==> src/logic/spcd_defs.vh <==
// constants of the serial controller flag/status and clock divider block
// assumes inclusion by every design file of the block; definitions only
`ifndef SPCD_DEFS_VH
`define SPCD_DEFS_VH

// ----------------------------------------------------------------------
// register indices as printed, byte address is four times the index
// ----------------------------------------------------------------------
`define SPCD_IDX_CLOCK_DIVIDER   8'h9D
`define SPCD_IDX_CONTROL_STATUS  8'hF8
`define SPCD_IDX_IRQ_STATUS      8'hF9
`define SPCD_IDX_IRQ_MASK        8'hFA
`define SPCD_ADDR_WIDTH          12

// ----------------------------------------------------------------------
// control/status field positions
// ----------------------------------------------------------------------
`define SPCD_BIT_COMPLETE        7
`define SPCD_BIT_WRITE_COLLISION_FLAG            6
`define SPCD_BIT_MODE_FAULT_FLAG            5
`define SPCD_BIT_OVERRUN         4
`define SPCD_BIT_BUSY            3
`define SPCD_BIT_SLAVE_SELECTED_STATUS          2
`define SPCD_BIT_MASTER          1
`define SPCD_BIT_ENABLE          0

// ----------------------------------------------------------------------
// interrupt status and mask field positions
// ----------------------------------------------------------------------
`define SPCD_IRQ_COMPLETE        0
`define SPCD_IRQ_WRITE_COLLISION_FLAG            1
`define SPCD_IRQ_MODE_FAULT_FLAG            2
`define SPCD_IRQ_OVERRUN         3
`define SPCD_IRQ_WIDTH           4

// ----------------------------------------------------------------------
// reset values and bus answers
// ----------------------------------------------------------------------
`define SPCD_RST_CLOCK_DIVIDER   8'h00
`define SPCD_RST_CONTROL_STATUS  8'h00
`define SPCD_RST_IRQ             4'h0
`define SPCD_RESP_OKAY           2'h0
`define SPCD_RESP_SLVERR         2'h2

`endif

==> src/logic/spcd_clkdiv.v <==
// serial clock divider: half period of divider value plus one system clocks
// assumes run is a level from the same clock domain; divider may change any time
`timescale 1ns/1ps
`include "spcd_defs.vh"

module spcd_clkdiv #(
   parameter DIV_WIDTH = 8
) (
   input  wire                 aclk,
   input  wire                 aresetn,
   input  wire                 run,
   input  wire [DIV_WIDTH-1:0] divider,
   output reg                  sck_q,
   output reg                  rise_q,
   output reg                  fall_q
);

   reg [DIV_WIDTH-1:0] cnt_q;
   wire                term;

   // a shrinking divider must not strand the counter above it
   assign term = (cnt_q >= divider);

   // ----------------------------------------------------------------------
   // half-period counter and clock toggle
   // ----------------------------------------------------------------------
   always @(posedge aclk) begin
      if (!aresetn) begin
         cnt_q  <= {DIV_WIDTH{1'b0}};
         sck_q  <= 1'b0;
         rise_q <= 1'b0;
         fall_q <= 1'b0;
      end else if (!run) begin
         // idle low so the first edge of a transfer is always a rise
         cnt_q  <= {DIV_WIDTH{1'b0}};
         sck_q  <= 1'b0;
         rise_q <= 1'b0;
         fall_q <= 1'b0;
      end else if (term) begin
         cnt_q  <= {DIV_WIDTH{1'b0}};
         sck_q  <= ~sck_q;
         rise_q <= ~sck_q;
         fall_q <= sck_q;
      end else begin
         cnt_q  <= cnt_q + {{(DIV_WIDTH-1){1'b0}}, 1'b1};
         rise_q <= 1'b0;
         fall_q <= 1'b0;
      end
   end

endmodule // spcd_clkdiv

==> src/logic/spcd_top.v <==
// flag/status registers and master clock divider of a serial peripheral port
// assumes shift logic on aclk supplies done, busy, unread and collision levels;
// slave select arrives straight from a pin and is synchronised here
`timescale 1ns/1ps
`include "spcd_defs.vh"

// Operation
// - master mode with slave select sampled low sets the mode fault flag
// - a mode fault also raises the interrupt request
// - last bit in while receive data unread sets overrun and interrupts
// - mode fault and overrun stay set until software writes zero
// - slave selected status reads one while slave select is low
// - master clock is half system clock over divider value plus one
module spcd_top #(
   parameter DIV_WIDTH = 8
) (
   input  wire                        aclk,
   input  wire                        aresetn,
   input  wire [`SPCD_ADDR_WIDTH-1:0] s_axi_awaddr,
   input  wire [2:0]                  s_axi_awprot,
   input  wire                        s_axi_awvalid,
   output wire                        s_axi_awready,
   input  wire [31:0]                 s_axi_wdata,
   input  wire [3:0]                  s_axi_wstrb,
   input  wire                        s_axi_wvalid,
   output wire                        s_axi_wready,
   output reg  [1:0]                  s_axi_bresp,
   output reg                         s_axi_bvalid,
   input  wire                        s_axi_bready,
   input  wire [`SPCD_ADDR_WIDTH-1:0] s_axi_araddr,
   input  wire [2:0]                  s_axi_arprot,
   input  wire                        s_axi_arvalid,
   output wire                        s_axi_arready,
   output reg  [31:0]                 s_axi_rdata,
   output reg  [1:0]                  s_axi_rresp,
   output reg                         s_axi_rvalid,
   input  wire                        s_axi_rready,
   input  wire                        slave_select_n,
   input  wire                        xfer_last_bit,
   input  wire                        xfer_done,
   input  wire                        rx_unread,
   input  wire                        xfer_busy,
   input  wire                        write_collision,
   input  wire                        sck_run,
   output wire                        sck_out,
   output wire                        sck_oe,
   output wire                        sck_rise,
   output wire                        sck_fall,
   output wire                        master_mode_enable,
   output wire                        module_enable,
   output wire                        irq
);

   // ----------------------------------------------------------------------
   // byte addresses, four times the register index
   // ----------------------------------------------------------------------
   localparam [`SPCD_ADDR_WIDTH-1:0] ADDR_DIV  = {2'b00, `SPCD_IDX_CLOCK_DIVIDER, 2'b00};
   localparam [`SPCD_ADDR_WIDTH-1:0] ADDR_CTL  = {2'b00, `SPCD_IDX_CONTROL_STATUS, 2'b00};
   localparam [`SPCD_ADDR_WIDTH-1:0] ADDR_IST  = {2'b00, `SPCD_IDX_IRQ_STATUS, 2'b00};
   localparam [`SPCD_ADDR_WIDTH-1:0] ADDR_IMSK = {2'b00, `SPCD_IDX_IRQ_MASK, 2'b00};
   localparam [7:0]                  CTL_RST   = `SPCD_RST_CONTROL_STATUS;

   // ----------------------------------------------------------------------
   // state
   // ----------------------------------------------------------------------
   reg [DIV_WIDTH-1:0]        divider_q;
   reg                        master_q;
   reg                        enable_q;
   reg                        complete_q;
   reg                        write_collision_flag_q;
   reg                        mode_fault_flag_q;
   reg                        overrun_q;
   reg [`SPCD_IRQ_WIDTH-1:0]  irq_status_q;
   reg [`SPCD_IRQ_WIDTH-1:0]  irq_mask_q;
   reg                        nss_meta_q;
   reg                        nss_sync_q;
   reg                        aw_have_q;
   reg                        w_have_q;
   reg [`SPCD_ADDR_WIDTH-1:0] aw_addr_q;
   reg [31:0]                 w_data_q;
   reg [3:0]                  w_strb_q;

   wire                       wr_fire;
   wire                       wr_lane0;
   wire                       wr_div;
   wire                       wr_ctl;
   wire                       wr_ist;
   wire                       wr_imsk;
   wire                       wr_hit;
   wire [7:0]                 wbyte;
   wire                       ev_mode_fault_flag;
   wire                       ev_overrun;
   wire [`SPCD_IRQ_WIDTH-1:0] ev_vec;
   wire [7:0]                 ctl_view;
   wire                       sck_q;

   // ----------------------------------------------------------------------
   // slave select synchroniser
   // ----------------------------------------------------------------------
   always @(posedge aclk) begin
      if (!aresetn) begin
         // idle high so no false fault appears out of reset
         nss_meta_q <= 1'b1;
         nss_sync_q <= 1'b1;
      end else begin
         nss_meta_q <= slave_select_n;
         nss_sync_q <= nss_meta_q;
      end
   end

   // ----------------------------------------------------------------------
   // events
   // ----------------------------------------------------------------------
   // a fault is flagged even while the module is disabled
   assign ev_mode_fault_flag    = master_q & ~nss_sync_q;
   assign ev_overrun = xfer_last_bit & rx_unread;

   assign ev_vec[`SPCD_IRQ_COMPLETE] = xfer_done;
   assign ev_vec[`SPCD_IRQ_WRITE_COLLISION_FLAG]     = write_collision;
   assign ev_vec[`SPCD_IRQ_MODE_FAULT_FLAG]     = ev_mode_fault_flag;
   assign ev_vec[`SPCD_IRQ_OVERRUN]  = ev_overrun;

   // ----------------------------------------------------------------------
   // write channel: address and data taken in either order
   // ----------------------------------------------------------------------
   assign s_axi_awready = ~aw_have_q & ~s_axi_bvalid;
   assign s_axi_wready  = ~w_have_q & ~s_axi_bvalid;
   assign wr_fire       = aw_have_q & w_have_q & ~s_axi_bvalid;
   assign wr_lane0      = wr_fire & w_strb_q[0];
   assign wbyte         = w_data_q[7:0];

   assign wr_div  = (aw_addr_q == ADDR_DIV);
   assign wr_ctl  = (aw_addr_q == ADDR_CTL);
   assign wr_ist  = (aw_addr_q == ADDR_IST);
   assign wr_imsk = (aw_addr_q == ADDR_IMSK);
   assign wr_hit  = wr_div | wr_ctl | wr_ist | wr_imsk;

   always @(posedge aclk) begin
      if (!aresetn) begin
         aw_have_q    <= 1'b0;
         w_have_q     <= 1'b0;
         aw_addr_q    <= {`SPCD_ADDR_WIDTH{1'b0}};
         w_data_q     <= 32'h00000000;
         w_strb_q     <= 4'h0;
         s_axi_bvalid <= 1'b0;
         s_axi_bresp  <= `SPCD_RESP_OKAY;
      end else begin
         if (s_axi_awvalid && s_axi_awready) begin
            aw_have_q <= 1'b1;
            aw_addr_q <= {s_axi_awaddr[`SPCD_ADDR_WIDTH-1:2], 2'b00};
         end
         if (s_axi_wvalid && s_axi_wready) begin
            w_have_q <= 1'b1;
            w_data_q <= s_axi_wdata;
            w_strb_q <= s_axi_wstrb;
         end
         if (wr_fire) begin
            aw_have_q    <= 1'b0;
            w_have_q     <= 1'b0;
            s_axi_bvalid <= 1'b1;
            s_axi_bresp  <= wr_hit ? `SPCD_RESP_OKAY : `SPCD_RESP_SLVERR;
         end else if (s_axi_bvalid && s_axi_bready) begin
            s_axi_bvalid <= 1'b0;
         end
      end
   end

   // ----------------------------------------------------------------------
   // divider and control bits
   // ----------------------------------------------------------------------
   always @(posedge aclk) begin
      if (!aresetn) begin
         divider_q <= `SPCD_RST_CLOCK_DIVIDER;
         master_q  <= CTL_RST[`SPCD_BIT_MASTER];
         enable_q  <= CTL_RST[`SPCD_BIT_ENABLE];
      end else begin
         if (wr_lane0 && wr_div) begin
            divider_q <= wbyte[DIV_WIDTH-1:0];
         end
         if (wr_lane0 && wr_ctl) begin
            master_q <= wbyte[`SPCD_BIT_MASTER];
            enable_q <= wbyte[`SPCD_BIT_ENABLE];
         end
      end
   end

   // ----------------------------------------------------------------------
   // sticky flags: writing zero clears, writing one keeps, a same-cycle
   // event wins over the clear so no fault can slip past software
   // ----------------------------------------------------------------------
   always @(posedge aclk) begin
      if (!aresetn) begin
         complete_q <= 1'b0;
         write_collision_flag_q     <= 1'b0;
         mode_fault_flag_q     <= 1'b0;
         overrun_q  <= 1'b0;
      end else begin
         if (xfer_done) begin
            complete_q <= 1'b1;
         end else if (wr_lane0 && wr_ctl && !wbyte[`SPCD_BIT_COMPLETE]) begin
            complete_q <= 1'b0;
         end
         if (write_collision) begin
            write_collision_flag_q <= 1'b1;
         end else if (wr_lane0 && wr_ctl && !wbyte[`SPCD_BIT_WRITE_COLLISION_FLAG]) begin
            write_collision_flag_q <= 1'b0;
         end
         if (ev_mode_fault_flag) begin
            mode_fault_flag_q <= 1'b1;
         end else if (wr_lane0 && wr_ctl && !wbyte[`SPCD_BIT_MODE_FAULT_FLAG]) begin
            mode_fault_flag_q <= 1'b0;
         end
         if (ev_overrun) begin
            overrun_q <= 1'b1;
         end else if (wr_lane0 && wr_ctl && !wbyte[`SPCD_BIT_OVERRUN]) begin
            overrun_q <= 1'b0;
         end
      end
   end

   // ----------------------------------------------------------------------
   // interrupt status (write one to clear) and mask
   // ----------------------------------------------------------------------
   genvar gi;
   generate
      for (gi = 0; gi < `SPCD_IRQ_WIDTH; gi = gi + 1) begin : g_irq
         always @(posedge aclk) begin
            if (!aresetn) begin
               irq_status_q[gi] <= 1'b0;
               irq_mask_q[gi]   <= 1'b0;
            end else begin
               if (ev_vec[gi]) begin
                  irq_status_q[gi] <= 1'b1;
               end else if (wr_lane0 && wr_ist && wbyte[gi]) begin
                  irq_status_q[gi] <= 1'b0;
               end
               if (wr_lane0 && wr_imsk) begin
                  irq_mask_q[gi] <= wbyte[gi];
               end
            end
         end
      end
   endgenerate

   // interrupt entry never touches the flags; only bus writes clear them
   assign irq = |(irq_status_q & irq_mask_q);

   // ----------------------------------------------------------------------
   // read channel
   // ----------------------------------------------------------------------
   assign s_axi_arready = ~s_axi_rvalid;

   assign ctl_view = {complete_q,
                      write_collision_flag_q,
                      mode_fault_flag_q,
                      overrun_q,
                      xfer_busy,
                      ~nss_sync_q,
                      master_q,
                      enable_q};

   always @(posedge aclk) begin
      if (!aresetn) begin
         s_axi_rvalid <= 1'b0;
         s_axi_rdata  <= 32'h00000000;
         s_axi_rresp  <= `SPCD_RESP_OKAY;
      end else if (s_axi_arvalid && s_axi_arready) begin
         s_axi_rvalid <= 1'b1;
         s_axi_rresp  <= `SPCD_RESP_OKAY;
         if ({s_axi_araddr[`SPCD_ADDR_WIDTH-1:2], 2'b00} == ADDR_DIV) begin
            s_axi_rdata <= {{(32-DIV_WIDTH){1'b0}}, divider_q};
         end else if ({s_axi_araddr[`SPCD_ADDR_WIDTH-1:2], 2'b00} == ADDR_CTL) begin
            s_axi_rdata <= {24'h000000, ctl_view};
         end else if ({s_axi_araddr[`SPCD_ADDR_WIDTH-1:2], 2'b00} == ADDR_IST) begin
            s_axi_rdata <= {28'h0000000, irq_status_q};
         end else if ({s_axi_araddr[`SPCD_ADDR_WIDTH-1:2], 2'b00} == ADDR_IMSK) begin
            s_axi_rdata <= {28'h0000000, irq_mask_q};
         end else begin
            s_axi_rdata <= 32'h00000000;
            s_axi_rresp <= `SPCD_RESP_SLVERR;
         end
      end else if (s_axi_rvalid && s_axi_rready) begin
         s_axi_rvalid <= 1'b0;
      end
   end

   // ----------------------------------------------------------------------
   // master serial clock
   // ----------------------------------------------------------------------
   spcd_clkdiv #(
      .DIV_WIDTH (DIV_WIDTH)
   ) u_clkdiv (
      .aclk    (aclk),
      .aresetn (aresetn),
      .run     (enable_q & master_q & sck_run),
      .divider (divider_q),
      .sck_q   (sck_q),
      .rise_q  (sck_rise),
      .fall_q  (sck_fall)
   );

   assign sck_out            = sck_q;
   assign sck_oe             = enable_q & master_q;
   assign master_mode_enable = master_q;
   assign module_enable      = enable_q;

endmodule // spcd_top

==> config.mk <==
export PLATFORM = sky130hd
export DESIGN_NAME = spcd_top
export DESIGN_NICKNAME = d
export VERILOG_FILES = /design/src/logic/spcd_clkdiv.v /design/src/logic/spcd_top.v
export VERILOG_INCLUDE_DIRS = /design/src /design/src/logic
export SDC_FILE = /design/constraint.sdc
export NUM_CORES = 1
export LEC_CHECK = 0
export ABC_AREA = 1
export ABC_CLOCK_PERIOD_IN_PS = 1800
export BUFFER_PORTS_ARGS = -buffer_cell sky130_fd_sc_hd__buf_2
export CAP_MARGIN = 20
export CORE_UTILIZATION = 37
export CTS_BUF_LIST = sky130_fd_sc_hd__clkbuf_4 sky130_fd_sc_hd__clkbuf_8
export DETAILED_ROUTE_END_ITERATION = 10
export PLACE_DENSITY = 0.67
export SLEW_MARGIN = 40
export SYNTH_ARGS = -nofsm -noshare
export SYNTH_HDL_FRONTEND = slang
export SYNTH_SLANG_ARGS = --single-unit
==> constraint.sdc <==
create_clock -name aclk -period 1.8 [get_ports aclk]
set_clock_uncertainty 0.15 [all_clocks]
set_input_delay 0.36 -clock aclk [delete_from_list [all_inputs] [get_ports aclk]]
set_output_delay 0.36 -clock aclk [all_outputs]
set_load 0.02 [all_outputs]
Word-level counts from Yosys, hierarchy flattened
Cells that the tools add are included.

Input bits: 80. Latch bits: 0. Bits in registers: 94. Output and inout port bits: 48. Word-level logic and storage cells: 127. Memory bits (writable): 0. Bits in read-only memories: 0. Memories kept: 0.

Shifts and indexed selects: 0. Bitwise gates (word level): 21. Reductions and logical operators: 36. Eq/ne operators: 8. Add/sub/neg operators: 1. Mux-type cells: 29. Order comparisons: 1. Divide/modulo/power cells: 0. $mul: 0.

Operators by type and width (count): $eq 10x8->1 const B (8); $mux 1 (20); $reduce_bool 2->1 (10); $logic_and 1x1->1 (17); $mux 8 (2); $mux 2 (5); $and 1x1->1 (9); $add 8x1->8 const B (1); $ge 8x8->1 (1); $mux 4 (2); $not 1->1 (8); $and 4x4->4 (1); $logic_not 1->1 (4); $reduce_or 4->1 (1); $or 1x1->1 (3); $reduce_and 3->1 (1); $reduce_or 3->1 (1); $reduce_and 2->1 (1); $reduce_or 2->1 (1).

Longest topological paths before layout
Gate-level depths: netlist of run 1.

Depth after elaboration: 7. Mapped depth: 9. Depth with buffers taken out: 9.

Cells and area by module
From an unflattened synthesis of run 1, not the netlist that was laid out.

Cells, all modules: 450. Area, all modules: 3334.4 um^2.

Modules (own cells, without submodules): spcd_top (sequential area each 1141.1 um^2, instances 1, area each 2667.6 um^2, cells each 359); spcd_clkdiv (sequential area each 220.2 um^2, instances 1, area each 666.9 um^2, cells each 91).

Least setup slack after synthesis of run 1
No wires, ideal clock.

Kind: register -> register. From: reg s_axi_bvalid. To: reg w_data_q[0]. Setup time: 116 ps. Slack: 208 ps. Data arrival time: 1326 ps. Path buffers: 1. Data required time: 1534 ps. Period minus slack after synthesis: 1592 ps. Stages on the path, launching flop included: 6. Path through: dfxtp_1 nor2_1 nand2_1 clkbuf_1 o21ai_0 nor2_1.

Word-level cells in the longest chain between the ends: 3.

RTL lines: start, declared (line spcd_top.v:28) `output reg s_axi_bvalid,`; start signal, assigned (line spcd_top.v:145) `s_axi_bvalid <= 1'b0;`; start signal, assigned (line spcd_top.v:160) `s_axi_bvalid <= 1'b1;`; start signal, assigned (line spcd_top.v:163) `s_axi_bvalid <= 1'b0;`; $not 1->1 (line spcd_top.v:127) `assign s_axi_wready = ~w_have_q & ~s_axi_bvalid;`; $and 1x1->1 (line spcd_top.v:127); via s_axi_wready (line spcd_top.v:26) `output wire s_axi_wready,`; $logic_and 1x1->1 (line spcd_top.v:152) `if (s_axi_wvalid && s_axi_wready) begin`; end signal, assigned (line spcd_top.v:154) `w_data_q <= s_axi_wdata;`; end, declared (line spcd_top.v:80) `reg [31:0] w_data_q;`.

The timed path passes the listed nets, and every way through them passes these cells. A chain may end at the register's enable or synchronous reset.

Worst setup path after layout of run 1
From: reg divider_q[7]. To: reg u_clkdiv.sck_q.

Word-level cells in the longest chain between the ends: 1.

RTL lines: start, declared (line spcd_top.v:66) `reg [DIV_WIDTH-1:0] divider_q;`; start signal, assigned (line spcd_top.v:173) `` divider_q <= `SPCD_RST_CLOCK_DIVIDER; ``; start signal, assigned (line spcd_top.v:178) `divider_q <= wbyte[DIV_WIDTH-1:0];`; $ge 8x8->1 (line spcd_clkdiv.v:22) `assign term = (cnt_q >= divider);`; end signal, assigned (line spcd_clkdiv.v:41) `sck_q <= ~sck_q;`; end, declared (line spcd_clkdiv.v:13) `output reg sck_q,`.

Every way passes these cells.

==> reports/qor.txt, run 1 <==
register area share after synthesis: 0.420
drt via density: 4.66
number of inserted diodes: 0
Synth Area in XOR/XNOR: 0.0135
Reg area: 1360 sq um
Compound-Gate Fraction of Synth Area: 0.144
Fillers: 845
Die ar.: 9130 sq um
die width: 95.6 um
FMAX: 621 MHz
Pwr Total: 0.00321 W
Cells after Synth: 436
main flop type after synthesis: dfxtp_1
Period minus WS final: 1610 ps
maxcap violations: 0
CP top delay family: simple AND/OR/NAND/NOR gates
crit path DAT: 1740 ps
Clock Latency Late Sink: 340 ps
period utilisation layout: 0.895
Pre-antenna DRT Iters: 4
Placeable Area: 8340 sq um
register bit total from synthesis: 68
Antenna Violating Nets Remaining: 0
total I/O pin count: 128
mux share of post-synthesis cell area: 0
Synth Area in Adders: 0.0348
Synth top cells by count: 68 x dfxtp_1, 61 x nand2_1, 55 x nor2_1
YS warnings: 0
TritonCTS clock tree: built
Distinct cells, synth: 32
CP max stage cell: dfxtp_1
top cell type's share of synthesized area: 0.420
HP Class: input pin to register
DRC errors left: 0
ratio of cells with drive above 1 in the final layout: 0.217
total CTS buffers: 9
Buf/Inv on CP: 1
Reg clk slew, reported paths: 70 ps
CTS Hold Buffers Added: 0
largest cells by area after synthesis: dfxtp_1 42%, nand2_1 7.1%, a21oi_1 6.5%
chip height: 95.6 um
syn avg cell area: 7.43 sq um
port bufs: 64
Peak VDD IR: 0.000494 V
CTS root buffer: clkbuf_8
CTS HTree Levels: 3
Slew Limit Fails: 0
final instance area: 3800 sq um
RSZ-0062 raised after global routing: yes
CP Capture Type: register
vias: 2872
leading area contributor after synthesis: dfxtp_1
DR iter-0 viols: 133
DP HPWL: 5.32 mm
Leak: 1.73 nW
largest fanout on the critical path: 2
effective utilization at floorplan: 0.388
Post-synth EDFFs: 0
Sink Count: 68
wire per inst: 11.2 um
CP Class: register to register
Cell Chain, Critical Path: inv_1 -> ha_1 -> nand2_1 -> nor2_2 -> nand4_1 -> nand3_2 -> nand3_1 -> o21ai_1
non-filler instance count after layout: 616
Layout Area Growth over Synthesis: 17.3%
Cell Pwr Density: 846 nW/um^2
cell row count: 33
CP Launch Type: register
grt ovf: 0
simple logic cell fraction of the synthesized area: 0.247
clock buffer depth: 2
vias in the first global route: 2624
Worst path max stage delay: 330 ps
pin count of the biggest net entering global routing: 23
Final nets: 596
status: finished clean
Multi-input gate area: 1540 sq um
Worst Path Required: 1930 ps
initial antenna violation count: 0
DP Area: 3590 sq um
largest family of logic cells by synthesized area: simple AND/OR/NAND/NOR gates
count of final hold-check violations: 0
final WL: 6.89 mm
most common cell in the synthesized netlist: dfxtp_1
GP Congestion: 0.783
first-pass GRT wire length: 11.4 mm
Post-synth ARST share: 0
GR Util All Layers: 0.163
Cells after DPL: 601
setup violators final: 0
worst hold slack: 82.4 ps
Cell Area, Synth: 3240 sq um
==> layout by cell type, fill, tap and decap left out <==
master / n
conb_1: 26
o21ai_0: 39
buf_2: 64
ha_1: 9
nor2_2: 4
o21ai_2: 2
nand3_1: 25
dfxtp_1: 68
a31oi_1: 4
clkbuf_8: 9
nand2_1: 61
o21a_1: 2
clkinv_4: 1
nand2_4: 2
xnor2_1: 2
nor3_1: 2
bufinv_16: 1
nand3_2: 2
a21oi_1: 42
clkinvlp_4: 1
o21ai_1: 1
or2_2: 4
clkinv_2: 2
nor3_4: 1
nand4_4: 1
xor2_1: 3
nor2_4: 2
nand3b_1: 1
inv_2: 3
inv_1: 49
nor2_1: 54
buf_4: 7
nand4_1: 12
nand2_2: 3
clkbuf_4: 2
==> path summary, 6_finish.rpt <==
kind	from	end	slack, ps	cells past startpoint
worst max-delay path	divider_q[7]	u_clkdiv.sck_q	190	8
worst min-delay path	slave_select_n	nss_meta_q	80	2
worst max register to register	divider_q[7]	u_clkdiv.sck_q	190	8
worst min register to register	nss_meta_q	nss_sync_q	260	1
==> flip-flops by register name, summed over array words and instances (netlist names), 4 cells and up <==
register        cells
s_axi_rdata         8
irq_mask_q          4
w_data_q            8
aw_addr_q          10
u_clkdiv.cnt_q      8
divider_q           8
irq_status_q        4
==> metrics by stage <==
stage	TNS (ps)	util	setup WS [ps]
after global placement	0	0.430	127
after detailed placement	0	0.430	89.3
after global routing	-23.4	0.455	-23.4
after floorplan	0	-	208
after CTS	0	0.453	94.7
final	0	0.455	190
==> what timing repair did <==
| item | 4_1_cts | 5_1_grt |
|---|---|---|
| endpoints found under the setup margin | 0 | 16 |
| gates resized for setup | 0 | 5 |
| setup buffers | 0 | 0 |
==> power by group <==
group	leakage (nW)	switching [W]	internal (W)	total, W
Clock	0.0962	0.000561	0.000663	0.00122
Combinational	1.08	0.000244	0.000119	0.000364
Sequential	0.556	0.0000485	0.00158	0.00162
==> kinds of logic after synthesis <==
| kind of cell | Yosys count |
|---|---|
| other | 1 |
| xor gates and xnor gates | 5 |
| DFF | 68 |
| and+or+nand+nor | 174 |
| buffers and inverters | 89 |
| AOI/OAI and AO/OA | 90 |
| adders and majority gates | 9 |
==> metal layers <==
layer  up-vias  track usage  part of all wire
li1       1507            -                 -
met1      1268        0.199              0.47
met2        88        0.271              0.45
met3         9       0.0399             0.060
met4         0       0.0721             0.016
met5         -            0                 0
==> area by class of cell <==
cell class,instances,share of cell area
multi-input cells,304,0.406
well taps,105,0.0346
inverters,53,0.0527
flip-flops and latches,68,0.358
clock buffers,11,0.0366
repair buffers,71,0.0982
clock inverters,4,0.0135
==> worst reg2reg max path, cell delays in order (launching register included) <==
cell,delay (ps)
dfxtp_1,330
inv_1,60
ha_1,290
nand2_1,90
nor2_2,120
nand4_1,210
nand3_2,130
nand3_1,90
o21ai_1,80
Note: power is estimated with default switching activity, not from simulation.
==> inputs of run 2 (changes only) <==
--- a/config.mk
+++ b/config.mk
@@ -6,7 +6,6 @@
 export SDC_FILE = /design/constraint.sdc
 export NUM_CORES = 1
 export LEC_CHECK = 0
-export ABC_AREA = 1
 export ABC_CLOCK_PERIOD_IN_PS = 1800
 export BUFFER_PORTS_ARGS = -buffer_cell sky130_fd_sc_hd__buf_2
 export CAP_MARGIN = 20
==> run 2 against run 1 <==
  * Final area up 3.8%
  * Total power up 0.62%
  * Synthesized area up 0.23%
  * Clock power up 6%
  * Clock-buffer cell count unchanged
  * Critical path depth down 1
  * Critical endpoint is now u_clkdiv.cnt_q[6]
  * Setup slack worse by 120 ps
  * Hold slack worse by 24 ps
  * Non-clock buffer count up 13
==> reports/qor.txt, run 2 <==
crit path DAT: 1800 ps (+60 ps)
CTS root buffer: clkbuf_8
GR Util All Layers: 0.167 (+0.00442)
Final nets: 535 (-10%)
maxcap violations: 0 (unchanged)
Net Switching: 0.000826 W (-3.3%)
total CTS buffers: 9 (unchanged)
dpl ws: 1.38 ps (-87.9 ps)
grt ovf: 0 (unchanged)
clock buffer depth: 2 (unchanged)
FMAX: 579 MHz (-6.7%)
first-pass GRT wire length: 11.7 mm (+2.4%)
sequential power share: 0.496 (-0.009)
top cell type's share of synthesized area: 0.419 (-0.000972)
reg2reg path depth: 7 (-1)
vias in the first global route: 2607 (-0.65%)
Clock Latency Late Sink: 340 ps (about the same)
status: finished clean
Synth Area in XOR/XNOR: 0.0162 (+0.00267)
RR Endpoint: u_clkdiv.cnt_q[6]
Layout Area Growth over Synthesis: 21.5%
Placeable Area: 8340 sq um (unchanged)
Sink Count: 68 (unchanged)
register area share after synthesis: 0.419 (-0.000972)
GP Congestion: 0.831 (+6.2%)
clock power share: 0.399 (+0.018)
R2R Setup Slk: 70 ps (-120 ps)
Synth Area in Adders: 0.0347 (-0.0000804)
CP Capture Type: register
Worst Hold Path EP: nss_meta_q
Peak VDD IR: 0.000557 V (+13%)
Fillers: 802 (-5.1%)
largest fanout on the critical path: 8 (+6)
syn avg cell area: 8.87 sq um (+19%)
RSZ-0062 raised after global routing: yes
pin count of the biggest net entering global routing: 51 (+120%)
Leak: 1.75 nW (+1.0%)
setup violators final: 0 (unchanged)
total I/O pin count: 128 (unchanged)
period utilisation layout: 0.959 (+0.0645)
ratio of cells with drive above 1 in the final layout: 0.262 (+0.0444)
die width: 95.7 um (+0.11%)
Cell Pwr Density: 820 nW/um^2 (-3.1%)
CP Launch Type: register
DP Area: 3660 sq um (+2.1%)
drt via density: 4.85 (+4.0%)
Reg clk slew, reported paths: 80 ps (about the same)
hold depth: 2 (unchanged)
simple logic cell fraction of the synthesized area: 0.206 (-0.0406)
YS warnings: 0 (unchanged)
Int Pwr: 0.00241 W (+2.0%)
count of final hold-check violations: 0 (unchanged)
CP Class: register to register
cell row count: 33 (unchanged)
wire per inst: 12.5 um (+11%)
initial antenna violation count: 0 (unchanged)
port bufs: 64 (unchanged)
Compound-Gate Fraction of Synth Area: 0.142 (-0.00265)
number of inserted diodes: 0 (unchanged)
most common cell in the synthesized netlist: dfxtp_1
DR iter-0 viols: 179 (+35%)
Pwr Total: 0.00323 W (+0.62%)
main flop type after synthesis: dfxtp_1
Top reg by flops: aw_addr_q
worst r2r src: divider_q[4]
Cell Area, Synth: 3250 sq um (+0.23%)
Post-synth ARST share: 0 (unchanged)
share of power burned in combinational logic: 0.104 (-0.009)
Slew Limit Fails: 0 (unchanged)
chip height: 95.7 um (+0.11%)
Pre-antenna DRT Iters: 4 (unchanged)
max reg flops: 10 (unchanged)
Synth top cells by count: 68 x dfxtp_1, 53 x nand2_1, 26 x buf_4, 26 x mux2i_1, 21 x nor2_1
CTS HTree Levels: 3 (unchanged)
effective utilization at floorplan: 0.389 (+0.000900)
Distinct cells, synth: 52 (+63%)
register bit total from synthesis: 68 (unchanged)
leading area contributor after synthesis: dfxtp_1
Die ar.: 9150 sq um (+0.22%)
HP Class: input pin to register
vias: 2697 (-6.1%)
TritonCTS clock tree: built
final WL: 6.94 mm (+0.62%)
largest family of logic cells by synthesized area: simple AND/OR/NAND/NOR gates
final instance area: 3940 sq um (+3.8%)
Cells after Synth: 366 (-16%)
Final Util: 0.473 (+0.0174)
commonest cells after routing, fill and taps aside: 64 x dfxtp_1, 64 x buf_2, 52 x nand2_1
setup slack after layout: 73.6 ps (-116 ps)
DRC errors left: 0 (unchanged)
DP HPWL: 5.26 mm (-1.0%)
Sw Ratio: 0.256 (-0.0103)
Period minus WS final: 1730 ps (+116 ps)
HP Start: slave_select_n
Antenna Violating Nets Remaining: 0 (unchanged)
mux share of post-synthesis cell area: 0.0802 (+0.0802)
CTS Hold Buffers Added: 0 (unchanged)
largest cells by area after synthesis: dfxtp_1 42%, mux2i_1 8.0%, nand2_1 6.1%
Worst Path Required: 1880 ps (-50 ps)
setup TNS: 0 ps (unchanged)
Post-synth EDFFs: 0 (unchanged)
-- run 2: cell count changes after synthesis, moves of 8 or more --
cell | before | now
nor2_1 | 55 | 21
a21oi_1 | 42 | 10
inv_1 | 49 | 18
mux2i_1 | 0 | 26
o21ai_0 | 40 | 19
nand3_1 | 26 | 7
nor2b_1 | 0 | 12
a21boi_0 | 0 | 11
nand4_1 | 12 | 2
nand2_1 | 61 | 53
-- run 2: through the flow --
stage / instances / hold WS [ps]
after floorplan: 391 / 236
after global placement: 537 / 242
after detailed placement: 537 / 251
after CTS: 554 / 46.6
after global routing: 556 / 40.1
final: 556 / 58.2
-- run 2: final cells by class --
cell class,instances,area [sq um],share of cell area
inverter,18,67.6,0.0171
clock buffer,11,151,0.0384
timing repair buffer,84,470,0.119
clock inverter,5,60.1,0.0152
sequential,68,1370,0.346
tap,105,131,0.0333
multi-input combinational,265,1700,0.430
-- run 2: per-layer routing --
metal / global-route usage / part of all wire / vias up
met2: 0.274 / 0.45 / 86
li1: - / - / 1370
met1: 0.210 / 0.48 / 1229
met3: 0.0423 / 0.053 / 12
met5: 0 / 0 / -
met4: 0.0647 / 0.018 / 0
-- run 2: worst max-delay path, cell delays in order, from the launching register on --
cell,delay [ps]
dfxtp_2,350
inv_1,50
ha_1,280
and4_4,250
nand2_2,50
o211ai_1,230
buf_4,210
nor2_1,50
-- run 2: kinds of logic after synthesis --
kind of cell	count (synthesis)
adder cells (fa/ha/maj)	9
XOR/XNOR	6
buffers and inverters	58
AND/OR/NAND/NOR	128
other	1
multiplexers	26
flip-flops	68
AO/OA/AOI/OAI	70
-- run 2: how the worst max path moves through the flow --
stage / startpoint / end / slack [ps] / depth (start not counted)
after floorplan: s_axi_bvalid / irq_mask_q[0] / 20 / 5
after global placement: divider_q[7] / u_clkdiv.cnt_q[4] / 50 / 7
after detailed placement: u_clkdiv.cnt_q[0] / u_clkdiv.sck_q / 1 / 6
after CTS: u_clkdiv.cnt_q[0] / u_clkdiv.sck_q / 20 / 6
after global routing: divider_q[7] / u_clkdiv.cnt_q[6] / -30 / 7
final: divider_q[4] / u_clkdiv.cnt_q[6] / 70 / 7
-- run 2: power groups by stage --
| stage | registers (W) | clock network (W) | logic (W) |
|---|---|---|---|
| 5_1_grt | 0.00161 | 0.00140 | 0.000380 |
| 2_1_floorplan | 0.00164 | 0 | 0.000256 |
| 3_5_place_dp | 0.00164 | 0 | 0.000338 |
| 3_3_place_gp | 0.00164 | 0 | 0.000332 |
| 4_1_cts | 0.00160 | 0.00132 | 0.000339 |
| 6_report | 0.00160 | 0.00129 | 0.000338 |
-- run 2: timing repair --
item,in CTS,in global routing
gates cloned,0,0
setup endpoints to repair,9,11
setup buffers,1,2
pin swaps,1,5
resized for setup,3,9
hold endpoints to repair,0,0
